===== config.mk =====
export PLATFORM = sky130hd
export DESIGN_NAME = acaex_core
export DESIGN_NICKNAME = d
export VERILOG_FILES = /design/src/rtl/acaex_adder.v /design/src/rtl/acaex_core.v
export VERILOG_INCLUDE_DIRS = /design/src /design/src/rtl
export SDC_FILE = /design/constraint.sdc
export NUM_CORES = 1
export LEC_CHECK = 0
export BUFFER_PORTS_ARGS = -buffer_cell sky130_fd_sc_hd__buf_2
export CORE_MARGIN = 2
export CORE_UTILIZATION = 35
export CTS_CLUSTER_SIZE = 16
export DETAILED_ROUTE_END_ITERATION = 10
export REMOVE_ABC_BUFFERS = 1
export SETUP_SLACK_MARGIN = 0.5
export SYNTH_ARGS = -nofsm -noshare
export SYNTH_HDL_FRONTEND = slang
export SYNTH_HIERARCHICAL = 1
export SYNTH_SLANG_ARGS = --single-unit

===== constraint.sdc =====
create_clock -name core_clk_i -period 3.4 [get_ports core_clk_i]
set_input_delay 0.17 -clock core_clk_i [delete_from_list [all_inputs] [get_ports core_clk_i]]
set_output_delay 0.17 -clock core_clk_i [all_outputs]
set_load 0.005 [all_outputs]

===== src/rtl/acaex_regs.vh =====
// Constants for the absolute call and add-with-carry execution block
`ifndef ACAEX_REGS_VH
`define ACAEX_REGS_VH
`define ACAEX_CALL_LOW5      5'h11
`define ACAEX_CALL_LOW5_MSB  4
`define ACAEX_ADD_DIRECT_OP  8'h35
`define ACAEX_ADD_IMMED_OP   8'h34
`define ACAEX_ADD_IND_HI     7'h1B
`define ACAEX_ADD_REG_HI     5'h07
`define ACAEX_STACK_RESET    8'h07
`define ACAEX_COUNTER_RESET  16'h0000
`define ACAEX_PAGE_MSB       10
`define ACAEX_PSW_CY         7
`define ACAEX_PSW_BANK_LSB   3
`endif


===== src/rtl/acaex_adder.v =====
// Eight-bit accumulator adder with carry in
`timescale 1ns/100ps
module acaex_adder
(
  // Operands
  input  wire [7:0] acc_i,
  input  wire [7:0] src_i,
  input  wire       cy_i,
  // Result
  output wire [7:0] sum_o
);
  // Carry out is not kept: flag updates belong to another block
  assign sum_o = acc_i + src_i + {7'h00, cy_i};
endmodule // acaex_adder


===== src/rtl/acaex_core.v =====
// Execution of absolute call and add-with-carry instructions
// Function
// - Call adds two to program counter, pushes 16-bit return low byte first.
// - Stack pointer increments before each of the two pushes, ending two higher.
// - Call target is incremented counter bits 15-11, opcode bits 7-5, second byte.
// - Call leaves all status flags unchanged.
// - Call is two bytes long and takes two machine cycles; here three clocks.
// - Call is decoded by low five opcode bits equal to 10001.
// - Add-with-carry loads accumulator with accumulator plus carry plus source.
// - Direct form opcode 35h, second byte is address, one cycle; here four clocks.
// - Immediate form opcode 34h, second byte is constant, one cycle; here two clocks.
`timescale 1ns/100ps
`include "acaex_regs.vh"
module acaex_core
(
  // Clock and reset
  input  wire        core_clk_i,
  input  wire        resetn_i,
  // Program memory fetch
  input  wire        code_valid_i,
  input  wire [7:0]  code_byte_i,
  output reg  [15:0] code_addr_o,
  // Internal data RAM
  input  wire [7:0]  ram_rdata_i,
  output reg  [7:0]  ram_addr_o,
  output reg  [7:0]  ram_wdata_o,
  output reg         ram_we_o,
  // Architectural state
  input  wire [7:0]  psw_i,
  output reg  [7:0]  acc_o,
  output reg  [7:0]  stack_pointer_o,
  output reg  [15:0] program_counter_o,
  output reg         psw_we_o,
  output reg         illegal_o,
  output reg         busy_o
);
  localparam [2:0] ST_OP    = 3'h0;
  localparam [2:0] ST_ARG   = 3'h1;
  localparam [2:0] ST_RD    = 3'h2;
  localparam [2:0] ST_PTR   = 3'h3;
  localparam [2:0] ST_PUSHL = 3'h4;
  localparam [2:0] ST_PUSHH = 3'h5;
  localparam [2:0] ST_ADD   = 3'h6;

  function is_call;
    input [7:0] op;
    begin
      is_call = (op[`ACAEX_CALL_LOW5_MSB:0] == `ACAEX_CALL_LOW5);
    end
  endfunction

  function is_dir;
    input [7:0] op;
    begin
      is_dir = (op == `ACAEX_ADD_DIRECT_OP);
    end
  endfunction

  function is_imm;
    input [7:0] op;
    begin
      is_imm = (op == `ACAEX_ADD_IMMED_OP);
    end
  endfunction

  function [7:0] bank_addr;
    input [7:0] psw;
    input [2:0] idx;
    begin
      bank_addr = {3'h0, psw[`ACAEX_PSW_BANK_LSB+1:`ACAEX_PSW_BANK_LSB], idx};
    end
  endfunction

  reg  [2:0]  st_ff;
  reg  [7:0]  op_ff;
  reg  [7:0]  opnd_ff;
  reg  [15:0] ret_ff;
  wire [7:0]  sum;
  wire [7:0]  add_src;
  wire [15:0] nxt_ret;
  wire [15:0] step_addr;

  assign nxt_ret   = program_counter_o + 16'h0002;
  assign step_addr = program_counter_o + 16'h0001;
  // Immediate data goes through the same adder as the RAM operands
  assign add_src   = (st_ff == ST_ARG) ? code_byte_i : opnd_ff;

  acaex_adder u_add
  (
    .acc_i (acc_o),
    .src_i (add_src),
    .cy_i  (psw_i[`ACAEX_PSW_CY]),
    .sum_o (sum)
  );

  always @(posedge core_clk_i or negedge resetn_i)
  begin
    if (!resetn_i)
    begin
      st_ff             <= ST_OP;
      op_ff             <= 8'h00;
      opnd_ff           <= 8'h00;
      ret_ff            <= 16'h0000;
      code_addr_o       <= `ACAEX_COUNTER_RESET;
      program_counter_o <= `ACAEX_COUNTER_RESET;
      ram_addr_o        <= 8'h00;
      ram_wdata_o       <= 8'h00;
      ram_we_o          <= 1'b0;
      acc_o             <= 8'h00;
      stack_pointer_o   <= `ACAEX_STACK_RESET;
      psw_we_o          <= 1'b0;
      illegal_o         <= 1'b0;
      busy_o            <= 1'b0;
    end
    else
    begin
      ram_we_o  <= 1'b0;
      psw_we_o  <= 1'b0;
      illegal_o <= 1'b0;
      case (st_ff)
        ST_OP:
        begin
          if (code_valid_i)
          begin
            op_ff  <= code_byte_i;
            busy_o <= 1'b1;
            // Two-byte forms fetch their second byte before anything else
            if (is_call(code_byte_i) || is_dir(code_byte_i) || is_imm(code_byte_i))
            begin
              code_addr_o <= step_addr;
              st_ff       <= ST_ARG;
            end
            else if (code_byte_i[7:3] == `ACAEX_ADD_REG_HI)
            begin
              ram_addr_o <= bank_addr(psw_i, code_byte_i[2:0]);
              st_ff      <= ST_RD;
            end
            else if (code_byte_i[7:1] == `ACAEX_ADD_IND_HI)
            begin
              ram_addr_o <= bank_addr(psw_i, {2'b00, code_byte_i[0]});
              st_ff      <= ST_PTR;
            end
            else
            begin
              // Unsupported opcodes are skipped as one byte so fetch keeps moving
              illegal_o         <= 1'b1;
              busy_o            <= 1'b0;
              program_counter_o <= step_addr;
              code_addr_o       <= step_addr;
            end
          end
        end
        ST_ARG:
        begin
          if (code_valid_i)
          begin
            if (is_call(op_ff))
            begin
              ret_ff            <= nxt_ret;
              program_counter_o <= {nxt_ret[15:11], op_ff[7:5], code_byte_i};
              stack_pointer_o   <= stack_pointer_o + 8'h01;
              ram_addr_o        <= stack_pointer_o + 8'h01;
              ram_wdata_o       <= nxt_ret[7:0];
              ram_we_o          <= 1'b1;
              st_ff             <= ST_PUSHH;
            end
            else if (is_imm(op_ff))
            begin
              acc_o             <= sum;
              program_counter_o <= nxt_ret;
              code_addr_o       <= nxt_ret;
              busy_o            <= 1'b0;
              st_ff             <= ST_OP;
            end
            else
            begin
              ram_addr_o <= code_byte_i;
              st_ff      <= ST_RD;
            end
          end
        end
        ST_PTR:
        begin
          ram_addr_o <= ram_rdata_i;
          st_ff      <= ST_RD;
        end
        ST_RD:
        begin
          opnd_ff <= ram_rdata_i;
          st_ff   <= ST_ADD;
        end
        ST_ADD:
        begin
          acc_o  <= sum;
          busy_o <= 1'b0;
          st_ff  <= ST_OP;
          // Direct form is two bytes long, register and indirect forms one
          if (is_dir(op_ff))
          begin
            program_counter_o <= nxt_ret;
            code_addr_o       <= nxt_ret;
          end
          else
          begin
            program_counter_o <= step_addr;
            code_addr_o       <= step_addr;
          end
        end
        ST_PUSHH:
        begin
          stack_pointer_o <= stack_pointer_o + 8'h01;
          ram_addr_o      <= stack_pointer_o + 8'h01;
          ram_wdata_o     <= ret_ff[15:8];
          ram_we_o        <= 1'b1;
          code_addr_o     <= program_counter_o;
          busy_o          <= 1'b0;
          st_ff           <= ST_OP;
        end
        default:
        begin
          st_ff <= ST_OP;
        end
      endcase
    end
  end
endmodule // acaex_core


; ---- After elaboration in Yosys (flattened, before gate mapping)
; Cells that the tools add are included.
[totals]
in_bits = 27
out_inout_bits = 68
n_memories = 0
wordCells = 121
register_bits = 102
ram_bits = 0
romBits = 0
latch_bits = 0
[classes]
shift = 0
n_mul = 0
n_reduce_logical = 19
add_sub_neg = 5
n_lt_le_gt_ge = 0
eq_ne = 27
div = 0
muxes = 57
n_bitwise = 0
[ops]
columns = cell, count
row1 = 16-bit 2-to-1 mux, 12
row2 = 8-bit 2-to-1 mux, 15
row3 = 16-bit one-hot mux with 4 select lines, 1
row4 = 16-bit one-hot mux with 3 select lines, 1
row5 = 8-bit one-hot mux with 2 select lines, 3
row6 = "8-bit by 6-bit == test with 1-bit output, second input constant", 4
row7 = 8-bit one-hot mux with 4 select lines, 1
row8 = 3-bit 2-to-1 mux, 6
row9 = "16-bit by 1-bit adder with 16-bit output, second input constant", 1
row10 = "16-bit by 2-bit adder with 16-bit output, second input constant", 1
row11 = 1-bit 2-to-1 mux, 14
row12 = 7-bit AND reduction, 2
row13 = "2-bit inequality test, second input constant", 6
row14 = "3-bit inequality test, second input constant", 4
row15 = 3-bit one-hot mux with 4 select lines, 1
row16 = "5-bit == test, second input constant", 2
row17 = 3-bit AND reduction, 3
row18 = 8-bit by 1-bit adder with 8-bit output, 1
row19 = "8-bit by 1-bit adder with 8-bit output, second input constant", 1
row20 = 8-bit adder, 1
row21 = 4-bit nonzero test, 2
row22 = "7-bit by 5-bit == test with 1-bit output, second input constant", 1
row23 = "3-bit by 2-bit == test with 1-bit output, second input constant", 2
row24 = "3-bit == test, second input constant", 2
row25 = 17 further kinds, 21

; ---- Depth between registers and ports, before layout
; Gate-level depths: netlist of run 1.
[logic_depth]
depth_word = 8
ltp_mapped = 13
mapped_depth_nobuf = 10

; ---- Cells and area by module
; Netlist of run 1, hierarchy kept.
[by_module_without_submodules]
columns = module, seq_area_each_um2, cells_per_inst, instances, area_per_inst_um2
row1 = acaex_core, 2356.0, 691, 1, 5977.0
row2 = acaex_adder, 0.0, 43, 1, 345.3

; ---- Worst setup path before layout of run 1
; Ideal clock, no wire load.
[synth_timing]
path_kind = register -> register
start = reg st_ff[2]
end = reg acc_o[6]
required_ns = 3.275
path_buffers = 3
synth_period_minus_slack_ns = 3.084
path_stages_with_launch = 14
setup_time_ns = 0.125
setup_slack_ns = 0.316
t_arrival_ns = 2.959
path_cell_list = dfrtp_1 > buf_2 > or3b_4 > buf_2 > buf_1 > nand2_1 > o21ai_0 > fa_1 > inv_1 > fa_1 > nor2b_4 > o311ai_0 > o311ai_1 > mux2_2
[synth_between]
elab_chain_len = 8
elab_cells_between_ends = 14
cone_classes = 2 x add/sub / 5 x eq/ne / 5 x mux / 2 x reduce/logical
[synth_rtl]
columns = element, line_no
row1 = from (decl), acaex_core.v:74  ; reg [2:0] st_ff;
row2 = from (signal assigned), acaex_core.v:100  ; st_ff <= ST_OP;
row3 = from (signal assigned), acaex_core.v:131  ; st_ff <= ST_ARG;
row4 = from (signal assigned), acaex_core.v:136  ; st_ff <= ST_RD;
row5 = 3-bit by 1-bit == test with 1-bit output *, acaex_core.v:86  ; assign add_src = (st_ff == ST_ARG) ? code_byte_i : opnd_ff;
row6 = 8-bit 2-to-1 mux *, acaex_core.v:86
row7 = net add_src[0], acaex_core.v:79  ; wire [7:0] add_src;
row8 = 8-bit adder *, acaex_adder.v:13  ; assign sum_o = acc_i + src_i + {7'h00, cy_i};
row9 = 8-bit by 1-bit adder with 8-bit output *, acaex_adder.v:13
row10 = net sum[6], acaex_core.v:78  ; wire [7:0] sum;
row11 = 8-bit 2-to-1 mux, acaex_core.v:167  ; else if (is_imm(op_ff))
row12 = 8-bit 2-to-1 mux, acaex_core.v:157  ; if (is_call(op_ff))
row13 = 8-bit 2-to-1 mux, acaex_core.v:155  ; if (code_valid_i)
row14 = 8-bit one-hot mux with 2 select lines *, acaex_core.v:120  ; case (st_ff)
row15 = to (signal assigned), acaex_core.v:169  ; acc_o <= sum;
row16 = to (signal assigned), acaex_core.v:194  ; acc_o <= sum;
row17 = to (decl), acaex_core.v:30  ; output reg [7:0] acc_o,
; The timed path passes the listed nets; every way through them passes the cells marked *. The select of a mux whose other input is x is not followed.
; A chain may end at the register's enable or synchronous reset.

; ---- Worst setup path after layout of run 1
[layout_timing]
start = reg st_ff[0]
end = reg acc_o[6]
; The elaborated chain is that of the path after synthesis.

==> results.md, run 1 <==
* Outcome: finished, final reports clean
* Worst setup path category: reg -> reg
* Remaining DRCs at 0
* Worst Tran Pin Value at 965 ps
* Highest fanout seen on the critical path at 8
* Total standard cell area after synthesis at 0.00632 mm²
* Arrival time reported for the critical path endpoint at 2940 ps
* Number of endpoints with negative hold slack in the final report at 0
* Master cell of the clock root buffer: sky130_fd_sc_hd__clkbuf_16
* Share of cells above drive strength 1 at 22.3%
* Die X at 138 µm
* Register area share after synthesis at 37.3%
* Clock Skews at 8.33 ps
* Total routing resource utilization after global routing at 20.7%
* Max_cap viols at 0
* Count of antenna diodes in the layout at 0
* Level count of the clock H-tree at 3
* Yosys warning total at 6
* Pin count of the biggest net entering global routing at 73
* Count of input and output buffers at 88
* Top-level I/O count at 95
* Crit path max-delay family: adder cells
* Leakage Power at 0.00322 µW
* Number of sinks driven by the clock tree at 94
* Crit-path most repeated cell: sky130_fd_sc_hd__fa_1
* Top FF cell, synth: sky130_fd_sc_hd__dfrtp_1
* Clock slew at reported path FFs at 70 ps
* Buffers plus inverters on the worst setup path at 1
* Library cell with the largest summed area after synthesis: sky130_fd_sc_hd__dfrtp_1
* Synth-to-Final Area Change at 14.5%
* Endpoint kind of the worst setup timing path: flip-flop
* Number of flops mapped to enable cells by yosys at 0
* Wire length of the first global-routing pass at 31400 µm
* Slowest cell on the critical path: sky130_fd_sc_hd__dfrtp_2
* Floorplan core area at 0.0178 mm²
* Die Outline Area at 0.0192 mm²
* Number of clock buffers inserted by TritonCTS at 9
* Post-route core utilization at 40.6%
* Sum of overflow across all layers after global routing at 0
* Final setup violation count at 0
* Worst Hold Class: in -> reg
* Final HPWL from detailed placement at 14000 µm
* Top routing layer in use: met4
* Number of cell rows at 49
* Met3 wire len at 1590 µm
* Clock tree buffer depth at 2
* Proportion of synthesized flip-flops having asynchronous set or reset at 100%
* Final setup TNS at 0 ps
* Effective utilization at floorplan at 35.4%
* Cell count after synthesis at 734
* Routed wirelength normalized by instance count at 18.9 µm
* Post-Route M1 WL at 8510 µm
* Slew Limit Fails at 0
* Setup repair after global routing missed its margin: no
* Vias in the first global route at 5597
* Number of antenna violations at the first check in global routing at 0
* Unique masters post-synth at 84
* Fraction of the cycle the final worst path needs at 79.2%
* Total of fill cells in the finished design at 1850
* Worst IR drop on VDD at 0.000524 V
* Placer's final routability congestion estimate at 0.889
* Router iterations before antenna repair at 7
* WP data required at 3650 ps
* Dominant cells by area after synthesis: sky130_fd_sc_hd__dfrtp_1 36%, sky130_fd_sc_hd__nand2_1 7.4%, sky130_fd_sc_hd__o21ai_0 5.5%
* Routed vias/inst at 5.59
* Worst slew margin relative to its limit at 35.7%
* Flops & latches, synth at 94
* Power density over the cells at 864 mW/mm²
* Period minus WS final at 2690 ps
* Antenna-violating nets left at 0
* WL met2 at 9040 µm
* Max Clock Freq at 0.371 GHz
* Worst path max stage delay at 430 ps
* Number of vias in the routed layout at 5796
* Cell chain of the critical path: or3b_4 > o21ai_0 > fa_1 > inv_1 > fa_1 > nor2b_4 > o31a_1 > o311ai_1 > mux2_2
* TritonCTS clock tree: done
* Detailed Route Iter0 Violations at 618
* Vertical die dimension at 138 µm
* Per-instance average area after synthesis at 8.61 µm²
* Launching element type of the critical path: flip-flop
* Aggregate routed wire length at 19600 µm
* Synth top area share at 36.0%
* Worst-skew pair later-pin latency at 360 ps
* Number of nets in the final layout at 840
* Hold WS at 65.5 ps
metal layers:
metal  GRT usage, %  vias to the layer above
met1           28.7                     2743
met2           31.8                      253
li1               -                     2768
met4           6.55                        0
met5              0                        -
met3           5.30                       32
cells by family (layout without fill, tap and decap cells):
group,Yosys count,in the layout,share of synthesized area [%]
XOR/XNOR,49,49,6.79
multiplexers,25,25,4.29
adder cells (fa/ha/maj),11,11,2.41
flip-flops,94,94,37.3
other,1,1,0.0593
AO/OA/AOI/OAI,224,224,23.3
buffers and inverters,72,145,5.78
AND/OR/NAND/NOR,258,258,20.1
metrics by stage:
| step | power, µW | area [µm²] | setup WS, ps | std cells |
|---|---|---|---|---|
| 2_1_floorplan | 4030 | 6030 | 270 | 682 |
| 3_3_place_gp | 5130 | 6900 | 553 | 1017 |
| 3_5_place_dp | 5170 | 6900 | 495 | 1017 |
| 4_1_cts | 6270 | 7220 | 584 | 1034 |
| 5_1_grt | 6780 | 7240 | 528 | 1036 |
| 6_report | 6250 | 7240 | 707 | 1036 |
synthesized netlist by cell type (all sizes together), types with 4 or more instances:
master and n:
nand2 125, dfrtp 91, o21ai 79, nor2 62, a21oi 42, buf 36, xnor2 35, inv 20
nand3 19, mux2 17, clkbuf 16, nor3 14, xor2 14, a31oi 13, a211oi 12, o22ai 11
ha 9, a222oi 8, mux2i 8, o211ai 8, a22oi 6, nand4 6, nor4 6, a221oi 5
and3 5, a21o 4, a32oi 4, nor3b 4
repair_timing:
item	CTS	global route
resized for setup	1	2
hold endpoints to repair	11	0
hold buffers	1	0
endpoints found under the setup margin	1	2
buffers inserted	0	2
flip-flops by register name, summed over array words and instances, names as in the netlist, 8 cells and up:
signal / cells
acc_o: 8
program_counter_o: 16
ram_addr_o: 8
ram_wdata_o: 8
opnd_ff: 8
op_ff: 8
ret_ff: 8
stack_pointer_o: 8
code_addr_o: 16
final timing paths:
check	slack (ps)	to	from	cells past startpoint
worst max-delay path	710	acc_o[6]	st_ff[0]	9
worst min-delay path	70	opnd_ff[2]	ram_rdata_i[2]	2
worst max register to register	710	acc_o[6]	st_ff[0]	9
worst min register to register	470	code_addr_o[10]	code_addr_o[10]	2
max in group asynchronous	2060	code_addr_o[12]	resetn_i	3
min in group asynchronous	480	ram_wdata_o[5]	resetn_i	2
layout by cell type, fill, tap and decap left out, types with 5 or more instances in the layout:
| cell | Yosys | final |
|---|---|---|
| sky130_fd_sc_hd__a211oi_1 | 9 | 9 |
| sky130_fd_sc_hd__a21oi_1 | 41 | 41 |
| sky130_fd_sc_hd__a221oi_1 | 5 | 5 |
| sky130_fd_sc_hd__a222oi_1 | 8 | 8 |
| sky130_fd_sc_hd__a22oi_1 | 6 | 6 |
| sky130_fd_sc_hd__a31oi_1 | 11 | 11 |
| sky130_fd_sc_hd__buf_2 | 20 | 87 |
| sky130_fd_sc_hd__buf_4 | 10 | 21 |
| sky130_fd_sc_hd__clkbuf_16 | 0 | 9 |
| sky130_fd_sc_hd__dfrtp_1 | 91 | 90 |
| sky130_fd_sc_hd__ha_1 | 9 | 9 |
| sky130_fd_sc_hd__inv_1 | 20 | 20 |
| sky130_fd_sc_hd__mux2_2 | 17 | 17 |
| sky130_fd_sc_hd__mux2i_1 | 8 | 8 |
| sky130_fd_sc_hd__nand2_1 | 124 | 124 |
| sky130_fd_sc_hd__nand3_1 | 16 | 16 |
| sky130_fd_sc_hd__nor2_1 | 59 | 59 |
| sky130_fd_sc_hd__nor3_1 | 14 | 14 |
| sky130_fd_sc_hd__o211ai_1 | 8 | 8 |
| sky130_fd_sc_hd__o21ai_0 | 69 | 69 |
| sky130_fd_sc_hd__o21ai_1 | 9 | 9 |
| sky130_fd_sc_hd__o22ai_1 | 11 | 11 |
| sky130_fd_sc_hd__xnor2_1 | 35 | 35 |
| sky130_fd_sc_hd__xor2_1 | 14 | 14 |
where the power goes:
part | total (µW) | leakage (µW) | switching (µW) | internal [µW]
clock network | 1060 | 0.000153 | 467 | 595
logic | 3200 | 0.00190 | 1880 | 1320
registers | 1990 | 0.00117 | 440 | 1550
total | 6250 | 0.00322 | 2790 | 3460
area by class of cell:
type                            count  area, µm²  area share [%]
Clock buffer                       10        239            3.30
Multi-Input combinational cell    568       3610            49.8
Inverter                           20       75.1            1.04
Tap cell                          229        287            3.96
Clock inverter                      6       70.1           0.968
Timing Repair Buffer              109        603            8.33
Sequential cell                    94       2360            32.6
Power figures use the tool's default switching activity.
==> inputs of run 2 (changes only) <==
==> constraint.sdc (replaced) <==
create_clock -name core_clk_i -period 2.4 [get_ports core_clk_i]
set_input_delay 0.12 -clock core_clk_i [delete_from_list [all_inputs] [get_ports core_clk_i]]
set_output_delay 0.12 -clock core_clk_i [all_outputs]
set_load 0.005 [all_outputs]
==> results.md, run 2 (synthesis results as in run 1) <==
* Remaining DRCs at 0
* Number of antenna violations at the first check in global routing at 0
* Aggregate routed wire length at 23800 µm
* Worst Tran Pin Value at 561 ps
* Cell internal pwr at 6540 µW
* Endpoint of the worst-slack reg-to-reg timing path: acc_o[6]
* Post-layout instance area at 0.00972 mm²
* Cell chain of the critical path: or3b_4 > o21ai_2 > fa_2 > inv_2 > fa_2 > nor2b_4 > o31a_1 > o311ai_2 > mux2_4
* Power density over the cells at 1200 mW/mm²
* Most common cell after layout, fill and taps aside: sky130_fd_sc_hd__nand2_1
* Combinational Power Share at 62.3%
* Clock tree buffer depth at 2
* Slew Limit Fails at 0
* Share of cells above drive strength 1 at 49.8%
* Master cell of the clock root buffer: sky130_fd_sc_hd__clkbuf_16
* Endpoint kind of the worst setup timing path: flip-flop
* Number of cell rows at 49
* TritonCTS clock tree: done
* Worst slew margin relative to its limit at 62.6%
* Switching Power at 5140 µW
* Final setup violation count at 2
* Outcome: finished, violations left
* Setup repair after global routing missed its margin: yes
* Count of cells along the worst register-to-register path at 9
* Fraction of the cycle the final worst path needs at 103%
* Worst slack at placement at -262 ps
* Detailed Route Iter0 Violations at 645
* WHS Path Cells at 2
* Routed wirelength normalized by instance count at 20.4 µm
* Largest registers: code_addr_o x16, program_counter_o x16
* Vertical die dimension at 138 µm
* Origin of the worst min-delay path: ram_rdata_i[7]
* Register-to-register setup slack at -70 ps
* Number of nets in the final layout at 970
* WP data required at 2650 ps
* Clock slew at reported path FFs at 80 ps
* Worst setup startpoint: st_ff[1]
* Worst path max stage delay at 430 ps
* Synth-to-Final Area Change at 53.7%
* Number of endpoints with negative hold slack in the final report at 0
* Crit path max-delay family: adder cells
* Max_cap viols at 0
* Crit-path most repeated cell: sky130_fd_sc_hd__fa_2
* Clock Skews at 13.5 ps
* Die X at 138 µm
* Count of input and output buffers at 88
* Arrival time reported for the critical path endpoint at 2710 ps
* Pin count of the biggest net entering global routing at 55
* Flop pwr share at 24.9%
* Antenna-violating nets left at 0
* Number of clock buffers inserted by TritonCTS at 9
* Count of antenna diodes in the layout at 0
* Top-level I/O count at 95
* Placer's final routability congestion estimate at 0.902
* Sum of overflow across all layers after global routing at 0
* Slowest cell on the critical path: sky130_fd_sc_hd__or3b_4
* Source of the worst register-to-register timing path: st_ff[1]
* Number of sinks driven by the clock tree at 94
* Floorplan core area at 0.0178 mm²
* Effective utilization at floorplan at 35.4%
* Switching part of the total power at 44.0%
* Final worst-path setup slack at -65.3 ps
* Worst-skew pair later-pin latency at 360 ps
* Max Clock Freq at 0.406 GHz
* Number of vias in the routed layout at 6791
* Buffers plus inverters on the worst setup path at 1
* Total of fill cells in the finished design at 1546
* Final HPWL from detailed placement at 14800 µm
* Worst setup path category: reg -> reg
* Highest fanout seen on the critical path at 4
* Top library cells by usage in the layout, fill and taps aside: 88 x sky130_fd_sc_hd__nand2_1, 87 x sky130_fd_sc_hd__buf_2, 84 x sky130_fd_sc_hd__dfrtp_1
* Worst IR drop on VDD at 0.000703 V
* Wire length of the first global-routing pass at 36300 µm
* Routed vias/inst at 5.82
* Worst Hold Class: in -> reg
* Die Outline Area at 0.0192 mm²
* Launching element type of the critical path: flip-flop
* Area post-placement at 0.00724 mm²
* Relative contribution of the clock network to total power at 12.8%
* Hold path endpoint: opnd_ff[7]
* Violated checks: negative setup slack
* Router iterations before antenna repair at 7
* Leakage Power at 0.00426 µW
* Vias in the first global route at 6462
* Period minus WS final at 2470 ps
* Total routing resource utilization after global routing at 23.8%
* Level count of the clock H-tree at 3
-- run 2: area by class of cell --
cell class,instances,area [µm²],share of cell area (%)
multi-input cells,570,4620,47.5
flip-flops and latches,94,2360,24.3
repair buffers,237,2040,21.0
well taps,229,287,2.95
clock buffers,10,229,2.36
inverters,20,104,1.07
clock inverters,6,68.8,0.708
-- run 2: worst reg2reg max path, cell delays in order (launching register included) --
cell and delay (ps):
sky130_fd_sc_hd__dfrtp_1 400, sky130_fd_sc_hd__or3b_4 430, sky130_fd_sc_hd__o21ai_2 160, sky130_fd_sc_hd__fa_2 230
sky130_fd_sc_hd__inv_2 40, sky130_fd_sc_hd__fa_2 360, sky130_fd_sc_hd__nor2b_4 150, sky130_fd_sc_hd__o31a_1 200
sky130_fd_sc_hd__o311ai_2 90, sky130_fd_sc_hd__mux2_4 280
-- run 2: layer usage --
| metal | wire, µm | vias up | global-route usage [%] | share of wire [%] |
|---|---|---|---|---|
| met5 | 0 | - | 0 | 0 |
| met4 | 841 | 0 | 9.45 | 3.5 |
| met3 | 1800 | 70 | 4.81 | 7.6 |
| met2 | 11200 | 364 | 38.3 | 47 |
| met1 | 9910 | 3299 | 31.5 | 42 |
| li1 | - | 3058 | - | - |
-- run 2: worst max path at each step --
| stage | cells after the start | end | slack, ps |
|---|---|---|---|
| after floorplan | 9 | acc_o[6] | -730 |
| after global placement | 10 | acc_o[6] | -180 |
| after detailed placement | 10 | acc_o[6] | -260 |
| after CTS | 10 | acc_o[6] | -60 |
| after global routing | 9 | acc_o[6] | -150 |
| final | 9 | acc_o[6] | -70 |
-- run 2: power by group through the flow --
stage               clock, µW  sequential [µW]  combinational, µW
CTS                      1520             2820               6450
global placement            0             2780               4830
finish                   1490             2910               7270
floorplan                   0             2840               2870
detailed placement          0             2790               4890
global route             1580             2980               7820
-- run 2: per-stage QoR --
stage	setup TNS [ps]	utilization, %	hold slack (ps)	power [µW]	std cells
2_1_floorplan	-8520	-	-176	5710	682
3_5_place_dp	-776	40.6	150	7670	1061
3_3_place_gp	-448	40.6	137	7610	1061
6_report	-87.7	54.5	15.4	11700	1166
4_1_cts	-55.9	50.7	6.27	10800	1152
5_1_grt	-358	54.5	11.2	12400	1166
-- run 2: repair_timing --
action	CTS	global route
hold buffers	1	0
gates resized for setup	207	144
gates cloned	9	2
hold endpoints to repair	40	0
pin swaps	50	62
setup buffers	65	12
endpoints found under the setup margin	73	75
